**src/arx_pkg.sv**
```systemverilog
// Shared constants and port carriers of the receive status block
package arx_pkg;

    // Register offsets (byte addresses on the local register port)
    localparam logic [7:0] OFS_STATUS    = 8'h08;
    localparam logic [7:0] OFS_FIFO_LOAD = 8'h18;
    localparam logic [7:0] OFS_DIAG      = 8'h1c;
    localparam logic [7:0] OFS_MODE_A  = 8'h20;
    localparam logic [7:0] OFS_VALID     = 8'h30;
    localparam logic [7:0] OFS_VIOL      = 8'h34;
    localparam logic [7:0] OFS_DATA_LO   = 8'h40;
    localparam logic [7:0] OFS_DATA_HI   = 8'h7c;

    // Field positions of receive_status
    localparam int ST_PKT_LSB  = 0;
    localparam int ST_SIZE_LSB = 4;
    localparam int ST_OVF_BIT  = 9;
    localparam int ST_SYNC_BIT = 10;
    localparam int ST_CD_BIT   = 14;
    localparam int ST_LOCK_BIT = 15;
    localparam int ST_RATE_BIT = 16;
    localparam int ST_INV_BIT  = 17;

    // Field positions of receive_diagnostics, loop-back byte and load width
    localparam int DG_LOOP_BIT  = 0;
    localparam int DG_ROVF_BIT  = 9;
    localparam int DG_FULL_BIT  = 10;
    localparam int LB_BYTE_LSB  = 0;
    localparam int FIFO_LOAD_W  = 24;

    // Packet length status codes
    localparam logic [1:0] SHORT_PACKET_CODE = 2'h0;
    localparam logic [1:0] LONG_PACKET_CODE  = 2'h1;
    localparam logic [1:0] OUT_OF_SYNC_CODE  = 2'h3;

    // Polarity control codes
    localparam logic [1:0] POL_AUTO   = 2'h0;
    localparam logic [1:0] POL_NORMAL = 2'h2;
    localparam logic [1:0] POL_INVERT = 2'h3;

    // Buffer memory size codes
    localparam logic [3:0] MEM_SIZE_8MB  = 4'h0;
    localparam logic [3:0] MEM_SIZE_16MB = 4'h1;
    localparam logic [3:0] MEM_SIZE_32MB = 4'h2;

    // Timing
    localparam longint CLK_HZ        = 50_000_000;
    localparam longint RATE_MIN_BPS  = 900;
    localparam longint BITS_PER_BYTE = 8;
    localparam longint RATE_TIMEOUT_CYCLES =
        CLK_HZ * BITS_PER_BYTE / RATE_MIN_BPS;
    localparam longint SAMPLE_PERIOD_CYCLES = 64'h20_0000;

    typedef struct packed {
        logic       rd;
        logic       wr;
        logic [7:0] addr;
        logic [31:0] wdata;
    } arx_reg_req_type;

    typedef struct packed {
        logic       valid;
        logic       stuffing;
        logic [7:0] data;
    } arx_byte_type;

    typedef struct packed {
        logic [1:0] packet_length_status;
        logic       polarity_detected_inv;
        logic       sync_error;
        logic       code_violation;
    } arx_rx_event_type;

    typedef struct packed {
        logic       rx_enable;
        logic       ovf_int_en;
        logic       sync_int_en;
        logic       bridge_int_en;
        logic [1:0] polarity_ctl;
        logic       clear_fifo_pulse;
        logic       receive_reset_pulse;
        logic       soft_reset;
    } arx_ctrl_type;

endpackage : arx_pkg

```
**src/arx_receive_status.sv**
```systemverilog
// Receive status, FIFO, diagnostics and sample counters
//
// Behaviour
// RULE1: Overflow and sync-error flags set on their event and stay set.
// RULE2: Writing one clears a flag; interrupt drops unless another is pending.
// RULE3: Interrupt only when flag, its enable and bridge enable all set.
// RULE4: Flags latch even while their interrupt enable is off.
// RULE5: Two-bit field reports 188, 204 or out-of-sync reception.
// RULE6: Static four-bit field reports buffer memory size code.
// RULE7: Overflow flag sets when a word cannot be stored.
// RULE8: Sync-error flag sets on packet synchronisation loss.
// RULE9: Carrier bit reads one only with carrier and locked input loop.
// RULE10: Lock bit follows the input clock-recovery lock.
// RULE11: Rate bit drops when input rate falls under about 900 bit/s.
// RULE12: Polarity bit shows detector in auto, else the forced setting.
// RULE13: Load register reports FIFO occupancy in bytes, bits 23 to 0.
// RULE14: FIFO capacity is memory size plus pipeline storage.
// RULE15: Loop-back mode disconnects the serial input from the FIFO.
// RULE16: Loop-back byte write pushes only in loop-back mode.
// RULE17: Memory-full flag blocks writes and drops arriving bytes.
// RULE18: Rate-overflow flag shows bytes arriving faster than writes.
// RULE19: Soft reset clears the whole diagnostics register; code clears loop-back and rate-overflow bits, memory-full bit stays.
// RULE20: Valid-byte counter sampled once per period at its half.
// RULE21: Violation counter counts illegal code words, sample readable.
// RULE22: Clear-FIFO and receive-reset are self-clearing pulses.
// RULE23: Polarity control 00 auto, 10 normal, 11 inverted.
// RULE24: Clear-FIFO zeroes load, clears overflow, requests idle.
// RULE25: Both samples update together in one cycle.
// RULE26: Data window read returns oldest word and pops it.
`timescale 1ns/1ps
module arx_receive_status #(
    parameter int          FIFO_WORDS    = 16,
    parameter logic [3:0]  MEMORY_CODE   = arx_pkg::MEM_SIZE_8MB,
    parameter longint      RATE_TIMEOUT  = arx_pkg::RATE_TIMEOUT_CYCLES,
    parameter longint      SAMPLE_PERIOD = arx_pkg::SAMPLE_PERIOD_CYCLES
) (
    // Clock and reset
    input  wire logic                      ref_clk,
    input  wire logic                      sys_rst,
    // Register port
    input  wire arx_pkg::arx_reg_req_type  reg_req,
    output logic [31:0]                    reg_rdata,
    output logic                           reg_rvalid,
    // Input circuitry
    input  wire logic                      carrier_pin,
    input  wire logic                      pll_lock_pin,
    input  wire arx_pkg::arx_byte_type     byte_in,
    output logic                           byte_ready,
    input  wire arx_pkg::arx_rx_event_type rx_event,
    // Receive control block
    input  wire arx_pkg::arx_ctrl_type     ctrl,
    output logic                           rx_idle_pulse,
    output logic                           irq
);
    localparam int PTR_W = $clog2(FIFO_WORDS);
    localparam int CNT_W = $clog2(FIFO_WORDS + 1);
    localparam logic [CNT_W-1:0] FULL_WORDS = CNT_W'(FIFO_WORDS);
    localparam logic [31:0] RATE_LIMIT = 32'(RATE_TIMEOUT);
    localparam logic [31:0] PHASE_LAST = 32'(SAMPLE_PERIOD - 1);
    localparam logic [31:0] PHASE_HALF = 32'(SAMPLE_PERIOD / 2);
    localparam int FIFO_LOAD_W    = arx_pkg::FIFO_LOAD_W;
    localparam int FIFO_LOAD_W_HI = FIFO_LOAD_W - 1;

    typedef struct packed {
        logic                          cd_meta;
        logic                          cd_sync;
        logic                          lock_meta;
        logic                          lock_sync;
        logic [1:0]                    pkt_status;
        logic                          inv_status;
        logic                          rate_ok;
        logic [31:0]                   idle_cnt;
        logic                          ovf_flag;
        logic                          sync_flag;
        logic                          mode_a;
        logic                          rate_ovf;
        logic [1:0][7:0]               buf_byte;
        logic [1:0]                    buf_cnt;
        logic                          in_ready;
        logic [31:0]                   pack_word;
        logic [1:0]                    pack_cnt;
        logic                          commit;
        logic [FIFO_WORDS-1:0][31:0]   mem;
        logic [PTR_W-1:0]              wptr;
        logic [PTR_W-1:0]              rptr;
        logic [CNT_W-1:0]              words;
        logic [31:0]                   valid_cnt;
        logic [31:0]                   viol_cnt;
        logic [31:0]                   valid_sample;
        logic [31:0]                   viol_sample;
        logic [31:0]                   phase;
        logic [31:0]                   rdata;
        logic                          rvalid;
        logic                          idle_pulse;
        logic                          irq;
    } arx_state_type;

    arx_state_type s;
    arx_state_type next_s;

    logic lb_wr;
    logic data_rd;
    logic status_wr;
    assign lb_wr     = reg_req.wr && reg_req.addr == arx_pkg::OFS_MODE_A;
    assign status_wr = reg_req.wr && reg_req.addr == arx_pkg::OFS_STATUS;
    assign data_rd   = reg_req.rd && reg_req.addr >= arx_pkg::OFS_DATA_LO
                       && reg_req.addr <= arx_pkg::OFS_DATA_HI;

    always_comb begin
        logic             src_valid;
        logic [7:0]       src_byte;
        logic             full;
        logic             pop_buf;
        logic             drop_word;
        logic             clr;
        logic [31:0]      st;
        logic [31:0]      load;
        logic [CNT_W-1:0] wcount;
        src_valid = 1'b0;
        src_byte  = 8'h00;
        full      = 1'b0;
        pop_buf   = 1'b0;
        drop_word = 1'b0;
        clr       = 1'b0;
        st        = 32'h0000_0000;
        load      = 32'h0000_0000;
        wcount    = s.words;
        next_s    = s;

        // Pin synchronisers
        next_s.cd_meta   = carrier_pin;
        next_s.cd_sync   = s.cd_meta;
        next_s.lock_meta = pll_lock_pin;
        next_s.lock_sync = s.lock_meta;

        next_s.pkt_status = rx_event.packet_length_status; // RULE5
        if (ctrl.polarity_ctl == arx_pkg::POL_NORMAL ||
            ctrl.polarity_ctl == arx_pkg::POL_INVERT) begin
            next_s.inv_status = ctrl.polarity_ctl[0]; // RULE12 RULE23
        end else begin
            next_s.inv_status = rx_event.polarity_detected_inv; // RULE12
        end

        // Activity watchdog: a byte per timeout is the slowest rate
        if (byte_in.valid) begin
            next_s.idle_cnt = 32'h0000_0000;
        end else if (s.idle_cnt < RATE_LIMIT) begin
            next_s.idle_cnt = s.idle_cnt + 32'h0000_0001;
        end
        next_s.rate_ok = next_s.idle_cnt < RATE_LIMIT; // RULE11

        // Free-running counters and their joint sample
        if (byte_in.valid && !byte_in.stuffing) begin
            next_s.valid_cnt = s.valid_cnt + 32'h0000_0001; // RULE20
        end
        if (rx_event.code_violation) begin
            next_s.viol_cnt = s.viol_cnt + 32'h0000_0001; // RULE21
        end
        next_s.phase = (s.phase == PHASE_LAST) ? 32'h0000_0000
                                               : s.phase + 32'h0000_0001;
        if (s.phase == PHASE_HALF) begin
            next_s.valid_sample = s.valid_cnt; // RULE20 RULE25
            next_s.viol_sample  = s.viol_cnt;  // RULE21 RULE25
        end

        // Oldest word leaves through the data window
        if (data_rd && s.words != '0) begin
            next_s.rptr = s.rptr + PTR_W'(1); // RULE26
            wcount      = wcount - CNT_W'(1);
        end

        // Packed word enters memory one cycle after its fourth byte
        next_s.commit = 1'b0;
        if (s.commit) begin
            if (wcount < FULL_WORDS) begin
                next_s.mem[s.wptr] = s.pack_word;
                next_s.wptr        = s.wptr + PTR_W'(1);
                wcount             = wcount + CNT_W'(1);
            end else begin
                drop_word = 1'b1; // RULE17
            end
        end
        next_s.words = wcount;
        full = s.words == FULL_WORDS; // RULE14

        // Source select: serial path is cut off in loop-back mode
        if (s.mode_a) begin
            src_valid = lb_wr; // RULE15 RULE16
            src_byte  = reg_req.wdata[arx_pkg::LB_BYTE_LSB +: 8];
        end else begin
            src_valid = byte_in.valid && !byte_in.stuffing && ctrl.rx_enable;
            src_byte  = byte_in.data;
        end
        drop_word = drop_word || (src_valid && full); // RULE7 RULE17

        // Two-entry buffer; commit stores the old word, packer never stalls
        pop_buf = s.buf_cnt != 2'h0;
        if (pop_buf) begin
            next_s.buf_byte[0] = s.buf_byte[1];
            next_s.buf_cnt     = s.buf_cnt - 2'h1;
            next_s.pack_word[s.pack_cnt*8 +: 8] = s.buf_byte[0];
            next_s.pack_cnt    = s.pack_cnt + 2'h1;
            next_s.commit      = s.pack_cnt == 2'h3;
        end
        if (src_valid && !full) begin // RULE17
            if (s.in_ready) begin
                next_s.buf_byte[next_s.buf_cnt[0]] = src_byte;
                next_s.buf_cnt = next_s.buf_cnt + 2'h1;
            end else begin
                next_s.rate_ovf = 1'b1; // RULE18
            end
        end

        // Register writes: write-one clears, then hardware sets win
        if (status_wr && reg_req.wdata[arx_pkg::ST_OVF_BIT]) begin
            next_s.ovf_flag = 1'b0; // RULE2
        end
        if (status_wr && reg_req.wdata[arx_pkg::ST_SYNC_BIT]) begin
            next_s.sync_flag = 1'b0; // RULE2
        end
        if (reg_req.wr && reg_req.addr == arx_pkg::OFS_DIAG) begin
            next_s.mode_a = reg_req.wdata[arx_pkg::DG_LOOP_BIT];
            if (reg_req.wdata[arx_pkg::DG_ROVF_BIT]) begin
                next_s.rate_ovf = 1'b0;
            end
            if (src_valid && !full && !s.in_ready) begin
                next_s.rate_ovf = 1'b1;
            end
        end
        if (drop_word) begin
            next_s.ovf_flag = 1'b1; // RULE1 RULE4 RULE7
        end
        if (rx_event.sync_error) begin
            next_s.sync_flag = 1'b1; // RULE1 RULE4 RULE8
        end

        // Clear actions are pulses; they override pending data
        next_s.idle_pulse = 1'b0;
        clr = ctrl.clear_fifo_pulse || ctrl.receive_reset_pulse; // RULE22
        if (clr) begin
            next_s.words      = '0; // RULE24
            next_s.wptr       = '0;
            next_s.rptr       = '0;
            next_s.buf_cnt    = 2'h0;
            next_s.pack_cnt   = 2'h0;
            next_s.commit     = 1'b0;
            next_s.ovf_flag   = 1'b0; // RULE24
            next_s.idle_pulse = 1'b1; // RULE24
        end
        if (ctrl.receive_reset_pulse) begin
            next_s.sync_flag = 1'b0;
        end
        if (ctrl.soft_reset) begin
            next_s.mode_a   = 1'b0; // RULE19
            next_s.rate_ovf = 1'b0; // RULE19
        end
        next_s.in_ready = next_s.buf_cnt != 2'h2;

        next_s.irq = ctrl.bridge_int_en && // RULE3
                     ((next_s.ovf_flag && ctrl.ovf_int_en) ||
                      (next_s.sync_flag && ctrl.sync_int_en)); // RULE2

        // Read mux
        st[arx_pkg::ST_PKT_LSB +: 2]  = s.pkt_status;  // RULE5
        st[arx_pkg::ST_SIZE_LSB +: 4] = MEMORY_CODE;   // RULE6
        st[arx_pkg::ST_OVF_BIT]       = s.ovf_flag;
        st[arx_pkg::ST_SYNC_BIT]      = s.sync_flag;
        st[arx_pkg::ST_CD_BIT]        = s.cd_sync && s.lock_sync; // RULE9
        st[arx_pkg::ST_LOCK_BIT]      = s.lock_sync;   // RULE10
        st[arx_pkg::ST_RATE_BIT]      = s.rate_ok;     // RULE11
        st[arx_pkg::ST_INV_BIT]       = s.inv_status;  // RULE12
        load[FIFO_LOAD_W_HI:0] = FIFO_LOAD_W'({s.words, 2'b00}) +
                                 FIFO_LOAD_W'(s.pack_cnt) +
                                 FIFO_LOAD_W'({s.commit, 2'b00}); // RULE13
        next_s.rvalid = reg_req.rd;
        next_s.rdata  = 32'h0000_0000;
        if (reg_req.rd) begin
            if (reg_req.addr == arx_pkg::OFS_STATUS) begin
                next_s.rdata = st;
            end else if (reg_req.addr == arx_pkg::OFS_FIFO_LOAD) begin
                next_s.rdata = load;
            end else if (reg_req.addr == arx_pkg::OFS_DIAG) begin
                next_s.rdata[arx_pkg::DG_LOOP_BIT] = s.mode_a;
                next_s.rdata[arx_pkg::DG_ROVF_BIT] = s.rate_ovf;
                next_s.rdata[arx_pkg::DG_FULL_BIT] = full; // RULE17
            end else if (reg_req.addr == arx_pkg::OFS_VALID) begin
                next_s.rdata = s.valid_sample;
            end else if (reg_req.addr == arx_pkg::OFS_VIOL) begin
                next_s.rdata = s.viol_sample;
            end else if (data_rd && s.words != '0) begin
                next_s.rdata = s.mem[s.rptr]; // RULE26
            end
        end
    end

    always_ff @(posedge ref_clk or posedge sys_rst) begin
        if (sys_rst) begin
            s <= '0;
        end else begin
            s <= next_s;
        end
    end

    assign reg_rdata     = s.rdata;
    assign reg_rvalid    = s.rvalid;
    assign byte_ready    = s.in_ready;
    assign rx_idle_pulse = s.idle_pulse;
    assign irq           = s.irq;

    logic clr_any;
    assign clr_any = ctrl.clear_fifo_pulse || ctrl.receive_reset_pulse;
endmodule : arx_receive_status

```
**config.mk**
```make
export PLATFORM = sky130hd
export DESIGN_NAME = arx_receive_status
export DESIGN_NICKNAME = d
export VERILOG_FILES = /design/src/arx_pkg.sv /design/src/arx_receive_status.sv
export SDC_FILE = /design/constraint.sdc
export NUM_CORES = 2
export LEC_CHECK = 0
export ABC_AREA = 1
export BUFFER_PORTS_ARGS = -buffer_cell sky130_fd_sc_hd__clkbuf_2
export CAP_MARGIN = 20
export CORE_MARGIN = 8
export CORE_UTILIZATION = 67
export CTS_CLUSTER_SIZE = 20
export DETAILED_ROUTE_END_ITERATION = 8
export PLACE_DENSITY = 0.85
export SLEW_MARGIN = 20
export SYNTH_ARGS = -nofsm -noshare
export SYNTH_HDL_FRONTEND = slang
export SYNTH_SLANG_ARGS = --single-unit
```
**constraint.sdc**
```tcl
create_clock -name ref_clk -period 58 [get_ports ref_clk]
set_input_delay 8.7 -clock ref_clk [delete_from_list [all_inputs] [get_ports ref_clk]]
set_output_delay 8.7 -clock ref_clk [all_outputs]
set_load 0.01 [all_outputs]
```
==> results by stage <==
Place:
- Once detailed placement completed, the half-perimeter wirelength came to 56.1 mm.
- Timing analysis after detailed placement gives a worst setup slack of 45.78 ns.
- The count of buffers inserted at the top-level ports is 83.
- Routability-driven placement finished with a final weighted congestion of between 0.8 and 0.9.

Yosys:
- The share of the synthesized area in the top cell type is between 50 and 60%.
- The number of different library cells in the post-synthesis netlist is 60.
- The number of nets in the synthesized netlist is between 4,000 and 5,000.
- The total number of yosys warnings is 0.
- The synthesized design contains 0 enable-type register cells.
- After synthesis, flip-flops and latches occupy a little over half of the total area.
- Counting flops with an async set or reset pin after synthesis yields a share of 100%.
- The mean instance size in the synthesized netlist is just under 9 um^2.
- The post-synth design cell area is 37,400 um^2.
- The number of synthesized register bits is about 800.
- The dominant synthesized flop cell is sky130_fd_sc_hd__dfrtp_1.
- After technology mapping, the gate count stands at between 4,000 and 5,000.
- The largest total area in the synthesized netlist belongs to sky130_fd_sc_hd__dfrtp_1.
- Sorting the synthesized cells by area gives the leading types as sky130_fd_sc_hd__dfrtp_1, sky130_fd_sc_hd__nand2_1, sky130_fd_sc_hd__o21ai_0, sky130_fd_sc_hd__a21oi_1, sky130_fd_sc_hd__inv_1.

Die:
- The die covers approximately 64,000 um^2.
- The die is approximately 250 um wide.
- Pin placement for this block handled around 110 I/O pins.
- The vertical die dimension is 252 um.
- The region available for standard cell placement spans 55,200 um^2.
- The placement row count is between 80 and 90.
- The starting density of the core is slightly below 70%.

Worst setup path:
- The launching element type of the critical path is a primary input.
- Data arrives at the worst endpoint at about 12 ns.
- At the worst endpoint, the required time is 58.60 ns.
- By startpoint and endpoint, the worst setup path is classified as in2async.
- The reg-to-reg endpoint is reg_rdata[17].
- The startpoint of the worst register-to-register path is s[200].
- The setup check on the worst reg-to-reg path leaves a slack of 53.38 ns.
- Counting cells, the worst reg-to-reg path comes to 11.
- The worst setup path is captured at an asynchronous set/reset pin.
- In this run the worst path has a maximum fanout of between 150 and 200.

STA:
- For the pin with the worst max-slew slack, the measured transition is approximately 1.1 ns.
- Setup total negative slack on the finished layout was measured at 0 ns.
- The number of hold violations in the final report is 0.
- Timing would allow up to ~87 MHz.
- Of the available clock period, the critical path in the final layout requires roughly a fifth.
- The setup skew after layout is around 0.029 ns.
- The minimum period implied by the final worst setup slack is between 10 and 15 ns.
- The slack of the critical path is between 40 and 50 ns.
- The headroom to the max-slew limit is 28.1%.
- Setup repair after global routing left no endpoint under its margin.
- The setup-violating endpoint count in the final report is 0.
- The number of max-slew violations in the final report is 0.

Power and ir drop:
- The internal power of the cells totals around 0.95 mW.
- For this design the static power due to leakage is a little under 20 nW.
- The net load switching power is around 0.28 mW.
- The portion of total power attributed to combinational logic is 4.0%.
- The total power of the final layout is 1.23 mW.
- Of the total power, the clock network draws 47.4%.
- Power spread over the standard cell area amounts to ~30 nW/um^2.
- Of the total power, the share spent switching nets is between 20% and 30%.
- IR analysis of the VDD net gives a maximum drop of around 0.034 mV.
- The sequential share of power is 48.6%.

Cells and area:
- Counting the fill cells in the layout gives ~3,800.
- The area growth from synthesis to layout is 9.07%.
- The library cell used most frequently in the layout, excluding fill and tap cells, is sky130_fd_sc_hd__nand2_1.
- The final layout contains roughly 4,300 nets.
- In the layout the commonest cells are sky130_fd_sc_hd__nand2_1, sky130_fd_sc_hd__dfrtp_1, sky130_fd_sc_hd__o21ai_0.
- The fraction of final layout cells with drive strength greater than 1 is 7.62%.

CTS:
- Counting every sink on the clock net gives between 800 and 900.
- The clock latency on the worst-skew pair is roughly 0.64 ns.
- In this run the post-CTS setup repair buffer count came out at 0.
- Counting along the longest clock path gives a buffer depth of 3.
- The TritonCTS clock tree is built.
- After clock tree synthesis, the clock-pin slew on the worst setup and hold paths is about 0.060 ns.
- The number of hold buffers added after CTS is 0.
- The H-tree depth reported by CTS is 3.
- The number of clock buffers inserted by TritonCTS is between 80 and 90.
- Clock tree synthesis selected as its root buffer the cell sky130_fd_sc_hd__clkbuf_16.
- The number of gates resized after CTS was 0.

Worst hold path:
- The number of cells traversed by the worst hold path is 0.
- The min-delay analysis places its worst path in the category reg2reg.
- In this run the most critical hold path is launched from next_s[816].
- The sink of the worst hold path is s[816].

GRT:
- Entering global routing, the biggest net connects about 190 pins.
- The number of antenna violations at the first check in global routing came to 1.
- The global-route wire length before repair is 162 mm.
- For this run, the total global-route usage over all layers was measured as about a third.
- The global-route congestion overflow total is 0.
- The via count of the first global-routing pass is 30,500.

Run:
- Max-cap violations in this run came to 0.

Detailed routing:
- The post-route antenna net violation count is 0.
- The overall via count from detail_route is approximately 31,000.
- Before antenna repair, the detailed router went through 8 iterations.
- Summed over all layers, the routed wires come to a little over 100 mm.
- The mean routed wirelength per cell is ~20 um.
- The routed via count divided by cell count is 6.27.
- After the first detailed-routing iteration, the DRC count stood at slightly above 4,000.
- The count of unresolved DRC violations after routing is 0.

Run status:
- The run finished with clean final reports.
-- flip-flops by register name, summed over array words and instances (netlist names) --
name           count
byte_ready         1
reg_rvalid         1
next_s             2
reg_rdata         32
rx_idle_pulse      1
s                780
irq                1
-- cells by family after synthesis --
group | Yosys count | share of synthesized area, %
adders and majority gates | 19 | 0.636
and+or+nand+nor | 1666 | 19.2
xor gates and xnor gates | 88 | 2.06
AOI/OAI and AO/OA | 1117 | 16.4
buffers and inverters | 605 | 6.73
DFF | 818 | 54.7
muxes | 9 | 0.244
-- synth_stat cells (8+ instances only) --
library cell,n
sky130_fd_sc_hd__a21oi_1,283
sky130_fd_sc_hd__clkbuf_1,177
sky130_fd_sc_hd__nor4_1,20
sky130_fd_sc_hd__nand4_1,47
sky130_fd_sc_hd__o311ai_0,12
sky130_fd_sc_hd__a22oi_1,77
sky130_fd_sc_hd__a31oi_1,21
sky130_fd_sc_hd__o22ai_1,9
sky130_fd_sc_hd__a221o_1,26
sky130_fd_sc_hd__mux2i_1,8
sky130_fd_sc_hd__o211ai_1,9
sky130_fd_sc_hd__buf_2,62
sky130_fd_sc_hd__buf_4,33
sky130_fd_sc_hd__dfrtp_1,818
sky130_fd_sc_hd__o21ai_0,564
sky130_fd_sc_hd__xor2_1,82
sky130_fd_sc_hd__ha_1,19
sky130_fd_sc_hd__nor2_1,126
sky130_fd_sc_hd__nor3_1,38
sky130_fd_sc_hd__nand2_1,1218
sky130_fd_sc_hd__nand4_4,10
sky130_fd_sc_hd__buf_1,34
sky130_fd_sc_hd__inv_1,283
sky130_fd_sc_hd__nand3_1,154
sky130_fd_sc_hd__o21ai_1,88
sky130_fd_sc_hd__a221oi_1,11
-- layer usage --
layer / vias to the layer above / routed length [um] / GRT usage, %
li1: 14100 / - / -
met4: 0 / 4280 / 14.0
met3: 330 / 11100 / 8.46
met1: 15300 / 40000 / 42.2
met2: 1788 / 45700 / 48.4
met5: - / 0 / 0
-- power by group through the flow --
stage	Sequential (mW)	Clock (mW)	Combinational, mW
2_1_floorplan	0.601	0	0.0355
5_1_grt	0.596	0.605	0.0553
3_5_place_dp	0.605	0	0.0480
6_report	0.596	0.581	0.0490
4_1_cts	0.595	0.583	0.0492
3_3_place_gp	0.604	0	0.0464
-- worst max path at each step --
stage,end,cells past startpoint,from,slack [ns]
after floorplan,byte_ready,1,sys_rst,26.32
after global placement,s[748],5,sys_rst,45.82
after detailed placement,s[748],5,sys_rst,45.78
after CTS,s[644],5,sys_rst,46.45
after global routing,s[708],5,sys_rst,45.96
final,s[516],5,sys_rst,46.49
-- area by class of cell --
class / count / area (um^2) / share of cell area, %
Antenna cell: 1 / 2.50 / 0.00613
Clock buffer: 111 / 2390 / 5.87
Clock inverter: 34 / 571 / 1.40
Multi-Input combinational cell: 2899 / 14500 / 35.4
Inverter: 294 / 1130 / 2.76
Sequential cell: 818 / 20500 / 50.2
Timing Repair Buffer: 120 / 831 / 2.04
Tap cell: 748 / 936 / 2.29
-- stage by stage --
step | instance area [um^2] | util (%) | std cells | hold slack, ns
final | 40800 | 73.9 | 5025 | 0.355
after detailed placement | 37700 | 68.4 | 4875 | 0.341
after global placement | 37700 | 68.2 | 4870 | 0.333
after CTS | 40700 | 73.8 | 5020 | 0.354
after floorplan | 37400 | - | 4322 | 0.331
after global routing | 40800 | 73.9 | 5024 | 0.368
-- critical path, cell delays in order --
cell	delay (ns)
sky130_fd_sc_hd__clkbuf_2	0.12
sky130_fd_sc_hd__inv_8	0.55
sky130_fd_sc_hd__buf_4	0.85
sky130_fd_sc_hd__buf_12	0.65
sky130_fd_sc_hd__buf_4	0.88
Power figures use the tool's default switching activity.
